===== src/rtl/isp_pkg.sv =====
package isp_pkg;
    // ==========================================
    // Clock and serial timing
    localparam int  SYS_CLK_HZ      = 10_000_000;
    localparam int  SCK_MIN_CPU_CYC = 2;
    localparam int  SCK_HALF_CYC    = 4;
    localparam int  RST_PULSE_CYC   = 4;
    localparam int  INSTR_BITS      = 32;

    // ==========================================
    // Wait times
    localparam real ENABLE_WAIT_MS     = 20.0;
    localparam real FLASH_PAGE_WAIT_MS = 4.5;
    localparam real EEPROM_BYTE_WAIT_MS = 3.6;
    localparam real CHIP_ERASE_WAIT_MS = 9.0;
    localparam int  ENABLE_WAIT_CYC =
        int'($ceil(ENABLE_WAIT_MS * SYS_CLK_HZ / 1000.0));
    localparam int  FLASH_PAGE_WAIT_CYC =
        int'($ceil(FLASH_PAGE_WAIT_MS * SYS_CLK_HZ / 1000.0));
    localparam int  EEPROM_BYTE_WAIT_CYC =
        int'($ceil(EEPROM_BYTE_WAIT_MS * SYS_CLK_HZ / 1000.0));
    localparam int  CHIP_ERASE_WAIT_CYC =
        int'($ceil(CHIP_ERASE_WAIT_MS * SYS_CLK_HZ / 1000.0));

    // ==========================================
    // Instruction bytes
    localparam logic [7:0] OP_ENABLE  = 8'hAC;
    localparam logic [7:0] OP_ECHO    = 8'h53;
    localparam logic [7:0] OP_ERASE   = 8'h80;
    localparam logic [7:0] OP_POLL    = 8'hF0;
    localparam logic [7:0] OP_LD_EXT  = 8'h4D;
    localparam logic [7:0] OP_LD_HI   = 8'h48;
    localparam logic [7:0] OP_LD_LO   = 8'h40;
    localparam logic [7:0] OP_WR_PAGE = 8'h4C;
    localparam logic [7:0] OP_RD_HI   = 8'h28;
    localparam logic [7:0] OP_RD_LO   = 8'h20;
    localparam logic [7:0] OP_RD_EE   = 8'hA0;
    localparam logic [7:0] OP_WR_EE   = 8'hC0;
    localparam logic [7:0] OP_WR_EEPG = 8'hC2;
    localparam logic [7:0] ERASED_BYTE = 8'hFF;
    localparam logic [31:0] ENABLE_WORD = {OP_ENABLE, OP_ECHO, 16'h0000};
    localparam logic [31:0] POLL_WORD   = {OP_POLL, 24'h00_0000};
endpackage


===== src/rtl/isp_if.sv =====
`timescale 1ns/1ps
`default_nettype none
interface isp_if;
    logic sck;
    logic mosi;
    logic miso;
    logic rst_n;
    modport prog (output sck, output mosi, output rst_n, input miso);
    modport dev  (input sck, input mosi, input rst_n, output miso);
endinterface
`default_nettype wire


===== src/rtl/isp_fifo.sv =====
`timescale 1ns/1ps
`default_nettype none
module isp_fifo #(
    parameter int W     = 32,
    parameter int DEPTH = 16
) (
    input  wire logic         clk_i,       // System clock
    input  wire logic         rst_i,       // Async reset, high
    input  wire logic [W-1:0] in_data_i,   // Word in
    input  wire logic         in_valid_i,  // Word offered
    output logic              in_ready_o,  // Room left
    output logic [W-1:0]      out_data_o,  // Head word
    output logic              out_valid_o, // Not empty
    input  wire logic         out_ready_i  // Head taken
);
    localparam int AW = $clog2(DEPTH);

    typedef struct packed {
        logic [DEPTH-1:0][W-1:0] mem;
        logic [AW-1:0]           wp;
        logic [AW-1:0]           rp;
        logic [AW:0]             cnt;
        logic                    rdy;
    } isp_fifo_st_t;

    isp_fifo_st_t s;
    isp_fifo_st_t n;
    logic         push;
    logic         pop;

    assign out_data_o  = s.mem[s.rp];
    assign out_valid_o = s.cnt != '0;
    assign in_ready_o  = s.rdy;

    always_comb begin
        n    = s;
        push = in_valid_i && s.rdy;
        pop  = out_ready_i && (s.cnt != '0);
        if (push) begin
            n.mem[s.wp] = in_data_i;
            n.wp        = s.wp + 1'b1;
        end
        if (pop) begin
            n.rp = s.rp + 1'b1;
        end
        n.cnt = s.cnt + (AW+1)'(push) - (AW+1)'(pop);
        n.rdy = n.cnt != (AW+1)'(DEPTH);
    end

    always_ff @(posedge clk_i or posedge rst_i) begin
        if (rst_i) begin
            s     <= '0;
            s.rdy <= 1'b1;
        end else begin
            s <= n;
        end
    end
endmodule
`default_nettype wire


===== src/rtl/isp_prog.sv =====
`timescale 1ns/1ps
`default_nettype none
module isp_prog
    import isp_pkg::*;
#(
    parameter int FIFO_DEPTH   = 16,
    parameter int ENABLE_WAIT  = isp_pkg::ENABLE_WAIT_CYC
) (
    input  wire logic        CLK_I,        // System clock
    input  wire logic        RST_I,        // Async reset, high
    isp_if.prog              LINK,         // Serial programming pins
    input  wire logic        SESSION_I,    // Hold device in programming
    input  wire logic [31:0] CMD_DATA_I,   // Instruction word
    input  wire logic        CMD_VALID_I,  // Instruction offered
    output logic             CMD_READY_O,  // Queue has room
    output logic [7:0]       RESP_DATA_O,  // Fourth byte returned
    output logic             RESP_VALID_O, // Reply pulse
    output logic             SYNC_O        // Enable echo seen
);
    import isp_pkg::*;

    localparam int CW = $clog2(ENABLE_WAIT + 1);

    typedef enum logic [2:0] {
        P_OFF, P_PULSE, P_WAIT, P_IDLE, P_SHIFT, P_CHECK
    } isp_pstate_t;

    typedef enum logic [1:0] {
        K_ENABLE, K_USER, K_POLL
    } isp_kind_t;

    typedef struct packed {
        isp_pstate_t state;
        isp_kind_t   kind;
        logic [CW-1:0] cnt;
        logic [4:0]  bits;
        logic [2:0]  ph;
        logic [31:0] tx;
        logic [31:0] rx;
        logic        wr;
        logic        sck;
        logic        mosi;
        logic        rst_n;
        logic [1:0]  miso_s;
        logic        erased;
        logic        enabled;
        logic        lo_seen;
        logic [7:0]  lo_addr;
        logic [7:0]  resp;
        logic        resp_v;
    } isp_prog_st_t;

    isp_prog_st_t s;
    isp_prog_st_t n;
    logic [31:0]  f_data;
    logic         f_valid;
    logic         pop;

    // ==========================================
    // Instruction queue
    isp_fifo #(
        .W     (32),
        .DEPTH (FIFO_DEPTH)
    ) u_fifo (
        .clk_i       (CLK_I),
        .rst_i       (RST_I),
        .in_data_i   (CMD_DATA_I),
        .in_valid_i  (CMD_VALID_I),
        .in_ready_o  (CMD_READY_O),
        .out_data_o  (f_data),
        .out_valid_o (f_valid),
        .out_ready_i (pop)
    );

    assign LINK.sck     = s.sck;
    assign LINK.mosi    = s.mosi;
    assign LINK.rst_n   = s.rst_n;
    assign RESP_DATA_O  = s.resp;
    assign RESP_VALID_O = s.resp_v;
    assign SYNC_O       = s.enabled;

    always_comb begin
        logic [7:0] b1;
        logic [7:0] b2;
        logic       skip;
        logic       wtype;
        b1    = f_data[31:24];
        b2    = f_data[23:16];
        skip  = 1'b0;
        wtype = 1'b0;
        pop   = 1'b0;
        n     = s;
        n.miso_s = {s.miso_s[0], LINK.miso};
        n.resp_v = 1'b0;
        case (s.state)
            P_OFF: begin
                n.rst_n   = 1'b1;
                n.sck     = 1'b0;
                n.mosi    = 1'b0;
                n.enabled = 1'b0;
                n.erased  = 1'b0;
                n.lo_seen = 1'b0;
                n.cnt     = '0;
                if (SESSION_I) begin
                    n.state = P_PULSE;
                end
            end
            P_PULSE: begin
                // Clock already low; reset high for a few cycles
                n.sck   = 1'b0;
                n.rst_n = 1'b1;
                n.cnt   = s.cnt + 1'b1;
                if (s.cnt == CW'(RST_PULSE_CYC - 1)) begin
                    n.cnt   = '0;
                    n.rst_n = 1'b0;
                    n.state = P_WAIT;
                end
            end
            P_WAIT: begin
                n.cnt = s.cnt + 1'b1;
                if (s.cnt == CW'(ENABLE_WAIT - 1)) begin
                    n.tx    = ENABLE_WORD;
                    n.mosi  = ENABLE_WORD[31];
                    n.kind  = K_ENABLE;
                    n.bits  = '0;
                    n.ph    = '0;
                    n.state = P_SHIFT;
                end
            end
            P_IDLE: begin
                if (!SESSION_I) begin
                    n.state = P_OFF;
                end else if (f_valid) begin
                    pop   = 1'b1;
                    // Redundant all-ones writes after an erase
                    skip  = s.erased && f_data[7:0] == ERASED_BYTE
                            && (b1 == OP_LD_LO || b1 == OP_LD_HI
                                || b1 == OP_WR_EE);
                    // High byte with no matching low byte first
                    if (b1 == OP_LD_HI
                        && !(s.lo_seen && s.lo_addr == f_data[15:8])) begin
                        skip = 1'b1;
                    end
                    if (b1 == OP_LD_LO) begin
                        n.lo_seen = 1'b1;
                        n.lo_addr = f_data[15:8];
                    end else if (b1 == OP_LD_HI || b1 == OP_WR_PAGE) begin
                        n.lo_seen = 1'b0;
                    end
                    if (b1 == OP_ENABLE && b2 == OP_ERASE) begin
                        n.erased = 1'b1;
                    end
                    wtype = b1 == OP_WR_PAGE || b1 == OP_WR_EE
                            || b1 == OP_WR_EEPG
                            || (b1 == OP_ENABLE && b2 != OP_ECHO);
                    if (skip) begin
                        n.resp   = ERASED_BYTE;
                        n.resp_v = 1'b1;
                    end else begin
                        // Extended address and all words go as given
                        n.tx    = f_data;
                        n.mosi  = f_data[31];
                        n.kind  = K_USER;
                        n.wr    = wtype;
                        n.bits  = '0;
                        n.ph    = '0;
                        n.state = P_SHIFT;
                    end
                end
            end
            P_SHIFT: begin
                // Clock derived from CLK_I, shared with the device
                n.ph = s.ph + 1'b1;
                if (s.ph == 3'(SCK_HALF_CYC - 1)) begin
                    n.sck = 1'b1;
                end else if (s.ph == 3'(2 * SCK_HALF_CYC - 1)) begin
                    // Sample late in high phase, then fall and shift
                    n.ph   = '0;
                    n.sck  = 1'b0;
                    n.rx   = {s.rx[30:0], s.miso_s[1]};
                    n.tx   = {s.tx[30:0], 1'b0};
                    n.mosi = n.tx[31];
                    n.bits = s.bits + 1'b1;
                    if (s.bits == 5'(INSTR_BITS - 1)) begin
                        n.state = P_CHECK;
                    end
                end
            end
            P_CHECK: begin
                n.mosi = 1'b0;
                case (s.kind)
                    K_ENABLE: begin
                        if (s.rx[15:8] == OP_ECHO) begin
                            n.enabled = 1'b1;
                            n.state   = P_IDLE;
                        end else begin
                            n.cnt   = '0;
                            n.state = P_PULSE;
                        end
                    end
                    K_USER: begin
                        n.resp   = s.rx[7:0];
                        n.resp_v = 1'b1;
                        n.state  = P_IDLE;
                        if (s.wr) begin
                            // Poll instead of fixed waits
                            n.tx    = POLL_WORD;
                            n.mosi  = POLL_WORD[31];
                            n.kind  = K_POLL;
                            n.bits  = '0;
                            n.ph    = '0;
                            n.state = P_SHIFT;
                        end
                    end
                    default: begin
                        n.state = P_IDLE;
                        if (s.rx[0]) begin
                            n.tx    = POLL_WORD;
                            n.mosi  = POLL_WORD[31];
                            n.bits  = '0;
                            n.ph    = '0;
                            n.state = P_SHIFT;
                        end
                    end
                endcase
            end
            default: begin
                n.state = P_OFF;
            end
        endcase
    end

    always_ff @(posedge CLK_I or posedge RST_I) begin
        if (RST_I) begin
            s       <= '0;
            s.state <= P_OFF;
            s.rst_n <= 1'b1;
        end else begin
            s <= n;
        end
    end
endmodule
`default_nettype wire


===== src/flat_wrapper.sv =====
// flat-port wrapper written by rule: the top's interface ports become plain ports
module isp_prog_flat import isp_pkg::*;
#(
    parameter int FIFO_DEPTH   = 16,
    parameter int ENABLE_WAIT  = isp_pkg::ENABLE_WAIT_CYC
)
  (CLK_I, RST_I, SESSION_I, CMD_DATA_I, CMD_VALID_I, CMD_READY_O, RESP_DATA_O, RESP_VALID_O, SYNC_O, LINK_sck, LINK_mosi, LINK_rst_n, LINK_miso);
  isp_if LINK_i ();
  input  wire logic CLK_I;
  input  wire logic RST_I;
  input  wire logic SESSION_I;
  input  wire logic [31:0] CMD_DATA_I;
  input  wire logic CMD_VALID_I;
  output logic CMD_READY_O;
  output logic [7:0] RESP_DATA_O;
  output logic RESP_VALID_O;
  output logic SYNC_O;
  output wire logic [$bits(LINK_i.sck)-1:0] LINK_sck;
  output wire logic [$bits(LINK_i.mosi)-1:0] LINK_mosi;
  output wire logic [$bits(LINK_i.rst_n)-1:0] LINK_rst_n;
  input wire logic [$bits(LINK_i.miso)-1:0] LINK_miso;
  assign LINK_sck = LINK_i.sck;
  assign LINK_mosi = LINK_i.mosi;
  assign LINK_rst_n = LINK_i.rst_n;
  assign LINK_i.miso = LINK_miso;
  isp_prog #(.FIFO_DEPTH(FIFO_DEPTH), .ENABLE_WAIT(ENABLE_WAIT)) u_core (.CLK_I(CLK_I), .RST_I(RST_I), .LINK(LINK_i), .SESSION_I(SESSION_I), .CMD_DATA_I(CMD_DATA_I), .CMD_VALID_I(CMD_VALID_I), .CMD_READY_O(CMD_READY_O), .RESP_DATA_O(RESP_DATA_O), .RESP_VALID_O(RESP_VALID_O), .SYNC_O(SYNC_O));
endmodule

===== config.mk =====
export PLATFORM = sky130hd
export DESIGN_NAME = isp_prog_flat
export DESIGN_NICKNAME = d
export VERILOG_FILES = /design/src/rtl/isp_pkg.sv /design/src/rtl/isp_if.sv /design/src/rtl/isp_fifo.sv /design/src/rtl/isp_prog.sv /design/src/flat_wrapper.sv
export SDC_FILE = /design/constraint.sdc
export NUM_CORES = 1
export LEC_CHECK = 0
export BUFFER_PORTS_ARGS = -buffer_cell sky130_fd_sc_hd__buf_4
export CAP_MARGIN = 20
export CORE_UTILIZATION = 30
export CTS_BUF_LIST = sky130_fd_sc_hd__clkbuf_16
export DETAILED_ROUTE_END_ITERATION = 6
export HOLD_SLACK_MARGIN = 0.05
export PLACE_DENSITY_LB_ADDON = 0.1
export SYNTH_ARGS = -nofsm -noshare
export SYNTH_HDL_FRONTEND = slang
export SYNTH_SLANG_ARGS = --single-unit
export TNS_END_PERCENT = 1

===== constraint.sdc =====
create_clock -name CLK_I -period 45.9 [get_ports CLK_I]
set_clock_uncertainty 0.1 [all_clocks]
set_input_delay 6.885 -clock CLK_I [delete_from_list [all_inputs] [get_ports CLK_I]]
set_output_delay 6.885 -clock CLK_I [all_outputs]
set_load 0.05 [all_outputs]

; Yosys cells after proc, flatten, opt, wreduce, memory -nomap -nowiden
; Cells that the tools add are included.
[word_totals]
in_bits = 37
register_bits = 646
output_inout_bits = 14
[op_classes]
order_cmp = 3
bitwise_logic = 2
addsub = 7
mux = 73
n_reduce_logical = 43
n_eq_ne = 46
[ops]
columns = op, n
row1 = 512-bit bitwise mux, 1
row2 = 40-bit two-way mux, 6
row3 = 40-bit one-hot mux with 4 select lines, 1
row4 = 72-bit two-way mux, 2
row5 = 32-bit binary-select mux with 4-bit select, 1
row6 = 32-bit demux with 4-bit select, 1
row7 = 18-bit two-way mux, 5
row8 = 40-bit one-hot mux with 2 select lines, 1
row9 = 18-bit one-hot mux with 4 select lines, 1
row10 = 32-bit two-way mux, 2
row11 = "8-bit equality test, second input constant", 5
row12 = "8-bit by 7-bit equality test with 1-bit output, second input constant", 4
row13 = 1-bit two-way mux, 23
row14 = 3-bit two-way mux, 7
row15 = 5-bit two-way mux, 4
row16 = "18-bit by 1-bit adder with 18-bit output, second input constant", 1
row17 = "18-bit equality test, second input constant", 1
row18 = "18-bit by 2-bit equality test with 1-bit output, second input constant", 1
row19 = 9-bit two-way mux, 2
row20 = "2-bit by 1-bit != test with 1-bit output, second input constant", 9
row21 = 3-bit one-hot mux with 6 select lines, 1
row22 = 9-bit one-hot mux with 2 select lines, 1
row23 = "2-bit != test, second input constant", 8
row24 = 4-bit AND reduction, 4
row25 = 41 further kinds, 82

; Longest topological paths before layout
; Gate-level depths: netlist of the first run.
[depth]
word_depth = 14
depth_mapped = 15
mapped_depth_nobuf = 14

; Cells and area by module
; From an unflattened synthesis of the first run, not the netlist that was laid out.
[hier_totals]
hier_cells = 1953
area_unflattened_um2 = 29002.8
[by_module_without_submodules]
columns = module, cells_each, area_per_inst_um2, seq_area_each_um2, instances
row1 = isp_fifo, 1468, 23645.2, 13163.9, 1
row2 = isp_prog, 485, 5357.6, 2603.7, 1

; Worst setup path before layout of the first run
; Ideal clock, no wire load.
[synth_timing]
kind = input to register
from = input port CMD_VALID_I
to = register u_core.u_fifo.s (netlist bit u_core.u_fifo.in_ready_o)
setup_ns = 0.086
path_stages = 12
arrival_ns = 8.809
path_buffers = 1
required_time_ns = 45.714
slack_ns = 36.905
path_cell_list = and2_1 > clkbuf_1 > inv_1 > ha_1 > inv_1 > ha_1 > fa_1 > a21oi_1 > nor2_1 > nor2_1 > xnor2_1 > nand3b_1
[synth_rtl]
columns = element, line_no
row1 = "start, declared", flat_wrapper.sv:13  ; input wire logic CMD_VALID_I;
row2 = "end signal, assigned", isp_fifo.sv:55  ; s <= n;
row3 = "end, declared", isp_fifo.sv:26  ; isp_fifo_st_t s;

; Worst setup path in the final report of the first run
[layout_timing]
from = input port CMD_VALID_I
to = register u_core.u_fifo.s[201] (netlist bit)
[layout_via]
elab_chain_cells = 1
[layout_lines]
columns = element, line_no
row1 = 1-bit logical AND, isp_fifo.sv:37  ; push = in_valid_i && s.rdy;
; Every way passes these cells.
; A chain may end at the register's enable or synchronous reset.

==> results of run 1 <==
worst paths after layout:
check                                       end
setup / recovery           u_core.u_fifo.s[201]
hold / removal                     u_core.s[21]
setup reg to reg                   u_core.s[86]
hold reg to reg                    u_core.s[21]
max in group asynchronous    u_core.u_fifo.s[8]
min in group asynchronous  u_core.u_fifo.s[277]
power groups by stage:
stage               Sequential [uW]  Clock, uW  Combinational, uW
global route                    996        621                977
detailed placement              970          0                918
CTS                             961        598                921
global placement                959          0                903
floorplan                       903          0                714
finish                          961        577                904
per-stage QoR:
stage	std cells	worst slack (ns)	total power [uW]	area, um^2	hold WS, ns
floorplan	2014	21.27	1616	29140	0.2312
global placement	3214	36.38	1863	30740	0.2373
detailed placement	3214	36.32	1888	30740	0.2347
CTS	3347	37.00	2480	33090	0.2476
global route	3351	36.75	2593	33160	0.2496
finish	3353	37.06	2442	33170	0.2462
cell type report:
type	instances	area (um^2)	area share, %
Antenna cell	3	7.507	0.02263
Clock buffer	78	1952	5.885
Clock inverter	55	400.4	1.207
Inverter	18	75.07	0.2263
Multi-Input combinational cell	1214	12650	38.14
Sequential cell	630	15780	47.57
Tap cell	1265	1583	4.772
Timing Repair Buffer	90	719.4	2.169
kinds of logic after synthesis:
group                    Yosys count  share of synthesized area, %
AO/OA/AOI/OAI                    138                         3.315
XOR/XNOR                          33                        0.9918
flip-flops                       630                         54.11
adder cells (fa/ha/maj)           18                        0.7986
AND/OR/NAND/NOR                  294                         4.654
multiplexers                     731                         33.26
buffers and inverters            170                         2.872
cells in the final DEF, fill, tap and decap left out, types with 12 or more instances in the layout:
cell	Yosys	layout
sky130_fd_sc_hd__a22oi_1	16	16
sky130_fd_sc_hd__mux2_4	23	23
sky130_fd_sc_hd__inv_1	17	34
sky130_fd_sc_hd__nor3_1	12	12
sky130_fd_sc_hd__clkinv_1	1	18
sky130_fd_sc_hd__mux2i_1	53	53
sky130_fd_sc_hd__nand2_1	129	129
sky130_fd_sc_hd__o21ai_0	37	37
sky130_fd_sc_hd__clkbuf_16	0	78
sky130_fd_sc_hd__mux2_2	529	529
sky130_fd_sc_hd__a221oi_1	12	12
sky130_fd_sc_hd__xnor2_1	14	14
sky130_fd_sc_hd__ha_1	17	17
sky130_fd_sc_hd__nand3_1	32	28
sky130_fd_sc_hd__nor2_4	0	12
sky130_fd_sc_hd__a22o_1	18	18
sky130_fd_sc_hd__xor2_1	19	19
sky130_fd_sc_hd__nor2_1	56	43
sky130_fd_sc_hd__buf_4	13	87
sky130_fd_sc_hd__dfrtp_1	628	625
sky130_fd_sc_hd__a21oi_1	23	23
sky130_fd_sc_hd__mux4_2	120	120
state kept, by name, summed over array words and instances, names as in the netlist:
register and cells:
u_core.u_fifo.in_ready_o 1, u_core.LINK.sck 1, u_core.u_fifo.s 525, u_core.SYNC_O 1, u_core.LINK.rst_n 1, u_core.RESP_VALID_O 1, u_core.LINK.mosi 1, u_core.n 1
u_core.RESP_DATA_O 8, u_core.s 90
worst max-delay path: cells and delay by family:
family	cells	cell delay [ns]
simple gates	3	1.38
mux	1	0.39
buf+inv	2	0.57
layer usage:
layer  track usage [%]  up-vias
li1                  -     7422
met1             23.50     9367
met2             26.43      227
met3             2.540      114
met4             4.812        4
met5                 0        -
==> run summary, run 1 <==
==================================================================================================
Outcome                                                                               complete, no violations
DR WL/cell                                                                                23.88 um
Reg2Reg Setup Slack                                                                       39.69 ns
Number of antenna violations at the first check in global routing                                4
Slew headroom                                                                               29.47%
Cell Area, Synth                                                                        29140 um^2
Vias per cell                                                                                5.110
Clock network latency to the later pin of the worst-skew pair                              0.64 ns
Startpoint of the lowest-slack hold path                                              u_core.n[21]
Synth warnings                                                                                   0
Sum of overflow across all layers after global routing                                           0
Power share of the combinational group                                                       37.0%
Startpoint type of the worst setup path                                               primary input
Clock buffers created by TritonCTS                                                              77
Sort of element at the end of the critical path                                          flip-flop
Final hold violation count                                                                       0
Clock tree from TritonCTS                                                                     done
Iteration-0 DRC count of the detailed router                                                   787
Number of detailed-routing iterations run before antenna repair                                  5
Most used flip-flop cell after synthesis                                              sky130_fd_sc_hd__dfrtp_1
Core utilization of the finished layout                                                     34.70%
Dominant cells by area after synthesis                                                sky130_fd_sc_hd__dfrtp_1, sky130_fd_sc_hd__mux2_2, sky130_fd_sc_hd__mux4_2
Number of synthesized flops with an enable pin                                                   0
Clock transition time at the flip-flop clock pins of the worst setup and hold paths        0.05 ns
Mapped Nets                                                                                   2069
WS Path Type                                                                          primary input to flip-flop
Class of the most critical hold timing path                                           flip-flop to flip-flop
Total of endpoints with negative setup slack in the final report                                 0
Clock network fraction of total power                                                        23.6%
Slowest library cell on the worst path                                                sky130_fd_sc_hd__nor2_4
Max-cap viol count                                                                               0
Register bit count reported by yosys                                                           630
Launch instance of the worst register-to-register path                                u_core.u_fifo.s[6]
Setup TNS Final                                                                               0 ns
Share of post-route cells with drive strength above 1                                       42.69%
Most repeated library cell on the critical path                                       sky130_fd_sc_hd__buf_4
Fillcell total                                                                                9246
Synthesized area divided by synthesized cell count                                      14.47 um^2
Final weighted congestion in routability-driven placement                                   0.7577
Die Span Y                                                                                313.7 um
Number of distinct standard cells referenced by the synthesized netlist                         66
Fraction of registers with async set/reset                                                  100.0%
Transition time at the pin with the least slew margin                                     1.029 ns
Overall via count from detail_route                                                          17134
Die footprint                                                                           98390 um^2
Post-cts resize count                                                                            0
Area share of the largest cell type after synthesis                                         53.93%
Leakage power of the design                                                             0.01434 uW
Total count of max-transition violations in the final report                                     0
Tot GR Track Use                                                                            16.65%
CTS Hold Bufs                                                                                    0
Total wire length after detailed routing                                                  80080 um
Top cell types by occurrence after synthesis                                          sky130_fd_sc_hd__dfrtp_1, sky130_fd_sc_hd__mux2_2, sky130_fd_sc_hd__nand2_1, sky130_fd_sc_hd__mux4_2, sky130_fd_sc_hd__clkbuf_1
Unrepaired setup endpoints after global routing                                                 no
CTS root buf                                                                          sky130_fd_sc_hd__clkbuf_16
Final antenna-violating net count                                                                0
Worst-case vdd ir drop                                                                    27.38 uV
R2r worst-path depth                                                                            12
Crit path largest cell delay                                                               0.56 ns
Instance count of the mapped netlist                                                          2014
IO buf count                                                                                    50
Initial core utilization                                                                    30.49%
Global-route wire length before repair                                                   123500 um
Yosys top cell by area                                                                sky130_fd_sc_hd__dfrtp_1
Number of standard-cell rows in the floorplan                                                  113
Power Internal                                                                             1615 uW
Origin of the worst setup path                                                         CMD_VALID_I
Tmin final                                                                                8.838 ns
Detailed-placement wirelength estimate                                                    46910 um
Clock tree sinks                                                                               630
Placeable core region                                                                   95580 um^2
Highest achievable clock rate                                                            113.1 MHz
Critical-path cell list                                                               buf_4 -> and2_1 -> nand2_1 -> nor2_4 -> buf_4 -> mux2_2
Period Utilization, post-route                                                              19.26%
Relative contribution of sequential cells to total power                                     39.4%
Length of routed met2 wiring                                                              37610 um
Area delta synth->final                                                                     13.81%
DR top layer                                                                                  met5
Final-stage net count                                                                         2086
Power density over the cells                                                          73.63 nW/um^2
Hold-critical path depth                                                                         0
Crit path max fanout                                                                            21
H-tree depth                                                                                     3
Share of synthesized area occupied by flip-flops and latches                                54.11%
Pin count of the biggest net entering global routing                                            93
Routed met3 length                                                                         2385 um
DRC violations left                                                                              0
Buffers from clock root to sink, at most                                                         3
Switching power summed over all nets                                                      827.5 uW
Required time worst endpoint                                                              46.32 ns
Number of post-CTS setup repair buffers                                                          0
Most used standard cell by instance count after synthesis                             sky130_fd_sc_hd__dfrtp_1
Post-Route M1 WL                                                                          38440 um
Vias in the first global route                                                               18528
Switching part of the total power                                                           33.88%
# IOs                                                                                           51
Arrival time reported for the critical path endpoint                                       9.25 ns
Die width                                                                                 313.7 um
==================================================================================================
No activity file was read; power rests on OpenSTA's default activity.
==> inputs of run 2 (changes only) <==
==> constraint.sdc (replaced) <==
create_clock -name CLK_I -period 9.27 [get_ports CLK_I]
set_clock_uncertainty 0.1 [all_clocks]
set_input_delay 1.3905 -clock CLK_I [delete_from_list [all_inputs] [get_ports CLK_I]]
set_output_delay 1.3905 -clock CLK_I [all_outputs]
set_load 0.05 [all_outputs]
==> run 2 against run 1 <==
Compared with the run above: hold slack better by 0.0027 ns; utilization down 0.093 points; sequential share of layout area up 0.13 points; sequential cell count unchanged; total power rose to 4.9 times the previous value; via count down 1.7%; first-iteration DRC count up 33%; critical path type is now flip-flop to flip-flop; highest routed layer unchanged.
==> run summary, run 2 (synthesis results as in run 1) <==
==================================================================================================
Overall via count from detail_route                                                          16848
Final-stage net count                                                                         2085
Number of post-CTS setup repair buffers                                                          0
Share of post-route cells with drive strength above 1                                       42.64%
Die width                                                                                 313.7 um
CTS Hold Bufs                                                                                    0
Final hold violation count                                                                       0
Global-route wire length before repair                                                   123100 um
Met2 Usage GRT                                                                              26.71%
Vias per cell                                                                                5.029
Die footprint                                                                           98390 um^2
Clock network latency to the later pin of the worst-skew pair                              0.62 ns
Final weighted congestion in routability-driven placement                                   0.7443
Largest Register                                                                      u_core.u_fifo.s
Clock buffers created by TritonCTS                                                              77
WS Path Type                                                                          flip-flop to flip-flop
Required time worst endpoint                                                               9.67 ns
Slew headroom                                                                               31.95%
# IOs                                                                                           51
Number of standard-cell rows in the floorplan                                                  113
Placeable core region                                                                   95580 um^2
Number of detailed-routing iterations run before antenna repair                                  5
Total of endpoints with negative setup slack in the final report                                 0
Sum of overflow across all layers after global routing                                           0
Outcome                                                                               complete, no violations
Clock tree from TritonCTS                                                                     done
Unrepaired setup endpoints after global routing                                                 no
Period Utilization, post-route                                                              57.08%
GR Layer Usage met1                                                                         23.78%
Flip-flop count of the largest register, all copies and words added                            525
Die Span Y                                                                                313.7 um
Worst setup timing slack at the placement stage                                           3.890 ns
Max-cap viol count                                                                               0
Area delta synth->final                                                                     13.51%
Final non-filler cell area                                                              33080 um^2
Tmin final                                                                                5.291 ns
CTS root buf                                                                          sky130_fd_sc_hd__clkbuf_16
Core utilization of the finished layout                                                     34.61%
Total wire length after detailed routing                                                  81220 um
DR WL/cell                                                                                24.24 um
Number of diodes added for antenna fixing                                                        0
Crit path max fanout                                                                            60
Arrival time reported for the critical path endpoint                                       5.69 ns
Buffers from clock root to sink, at most                                                         3
Worst-case vdd ir drop                                                                    129.3 uV
Cell area after placement                                                               30780 um^2
Total count of max-transition violations in the final report                                     0
Initial core utilization                                                                    30.49%
Sort of element at the end of the critical path                                          flip-flop
Transition time at the pin with the least slew margin                                     1.019 ns
Fillcell total                                                                                9312
Top Usage Layer GRT                                                                           met2
Highest achievable clock rate                                                            189.0 MHz
Iteration-0 DRC count of the detailed router                                                  1047
Final antenna-violating net count                                                                0
Post-route worst hold slack                                                              0.2489 ns
DRC violations left                                                                              0
Vias in the first global route                                                               18021
Power density over the cells                                                          360.3 nW/um^2
Class of the most critical hold timing path                                           flip-flop to flip-flop
Most frequent standard cell in the layout excluding fill and tap cells                sky130_fd_sc_hd__dfrtp_1
Filler-free cell count of the finished design                                                 3350
Met3 GRT Util                                                                               2.659%
Leakage power of the design                                                             0.01430 uW
Tot GR Track Use                                                                            16.80%
Detailed-placement wirelength estimate                                                    44970 um
Pin count of the biggest net entering global routing                                           145
Clock transition time at the flip-flop clock pins of the worst setup and hold paths        0.06 ns
Number of antenna violations at the first check in global routing                                1
Startpoint type of the worst setup path                                                  flip-flop
Cell count after placement                                                                    3215
Worst setup slack after layout                                                            3.979 ns
Post-cts resize count                                                                            0
H-tree depth                                                                                     3
IO buf count                                                                                    50
Highest-count cells in the layout ignoring fill and taps                              sky130_fd_sc_hd__dfrtp_1, sky130_fd_sc_hd__mux2_2, sky130_fd_sc_hd__nand2_1
Clock tree sinks                                                                               630
==================================================================================================
## run 2: cell types whose count changed in the layout (fill, tap and decap cells not counted), sizes merged
cell      previous run  this run
buf                 90        89
bufinv               4         2
clkbuf              78        79
clkinv              29        33
clkinvlp             1         2
diode                3         0
inv                 39        36
## run 2: area by class of cell
cell class / instances / area [um^2] / share of cell area (%)
clock inverter: 55 / 291.5 / 0.8813
sequential: 630 / 15780 / 47.70
inverter: 18 / 71.32 / 0.2156
clock buffer: 79 / 1977 / 5.976
tap: 1265 / 1583 / 4.785
timing repair buffer: 89 / 725.7 / 2.194
multi-input combinational: 1214 / 12650 / 38.25
## run 2: worst max-delay path: stages (launching register included)
cell	delay, ns
sky130_fd_sc_hd__dfrtp_4	0.96
sky130_fd_sc_hd__buf_12	0.46
sky130_fd_sc_hd__buf_4	0.48
sky130_fd_sc_hd__mux2i_1	0.14
sky130_fd_sc_hd__a221oi_1	0.37
sky130_fd_sc_hd__a22oi_1	0.15
sky130_fd_sc_hd__a221oi_1	0.31
sky130_fd_sc_hd__nand4b_1	0.29
sky130_fd_sc_hd__o31ai_4	0.38
sky130_fd_sc_hd__a21oi_2	0.17
sky130_fd_sc_hd__o21ai_4	0.31
sky130_fd_sc_hd__buf_4	0.52
sky130_fd_sc_hd__mux2_2	0.39
## run 2: routing by layer
metal	wire, um	share of wire (%)
met3	2834	3.5
met2	37850	47
met5	13	0.016
met4	1501	1.8
met1	39020	48
## run 2: final timing paths
path / from / to / slack [ns] / cells after the start
max in group asynchronous: RST_I / u_core.u_fifo.s[156] / 6.37 / 4
hold reg to reg: u_core.n[21] / u_core.s[21] / 0.25 / 0
min in group asynchronous: RST_I / u_core.u_fifo.s[182] / 0.67 / 2
hold / removal: u_core.n[21] / u_core.s[21] / 0.25 / 0
setup reg to reg: u_core.u_fifo.s[6] / u_core.s[82] / 3.98 / 12
setup / recovery: u_core.u_fifo.s[6] / u_core.s[82] / 3.98 / 12
## run 2: metrics by stage
step	TNS, ns	total power (uW)
3_5_place_dp	0	9261
6_report	0	11920
5_1_grt	0	12670
4_1_cts	0	12110
3_3_place_gp	0	9149
2_1_floorplan	-516.04	8005
## run 2: report_power, final
part	internal (uW)	switching, uW	leakage [uW]
clock	1590	1180	0.00119
sequential	3990	722	0.00787
combinational	2370	2070	0.00524
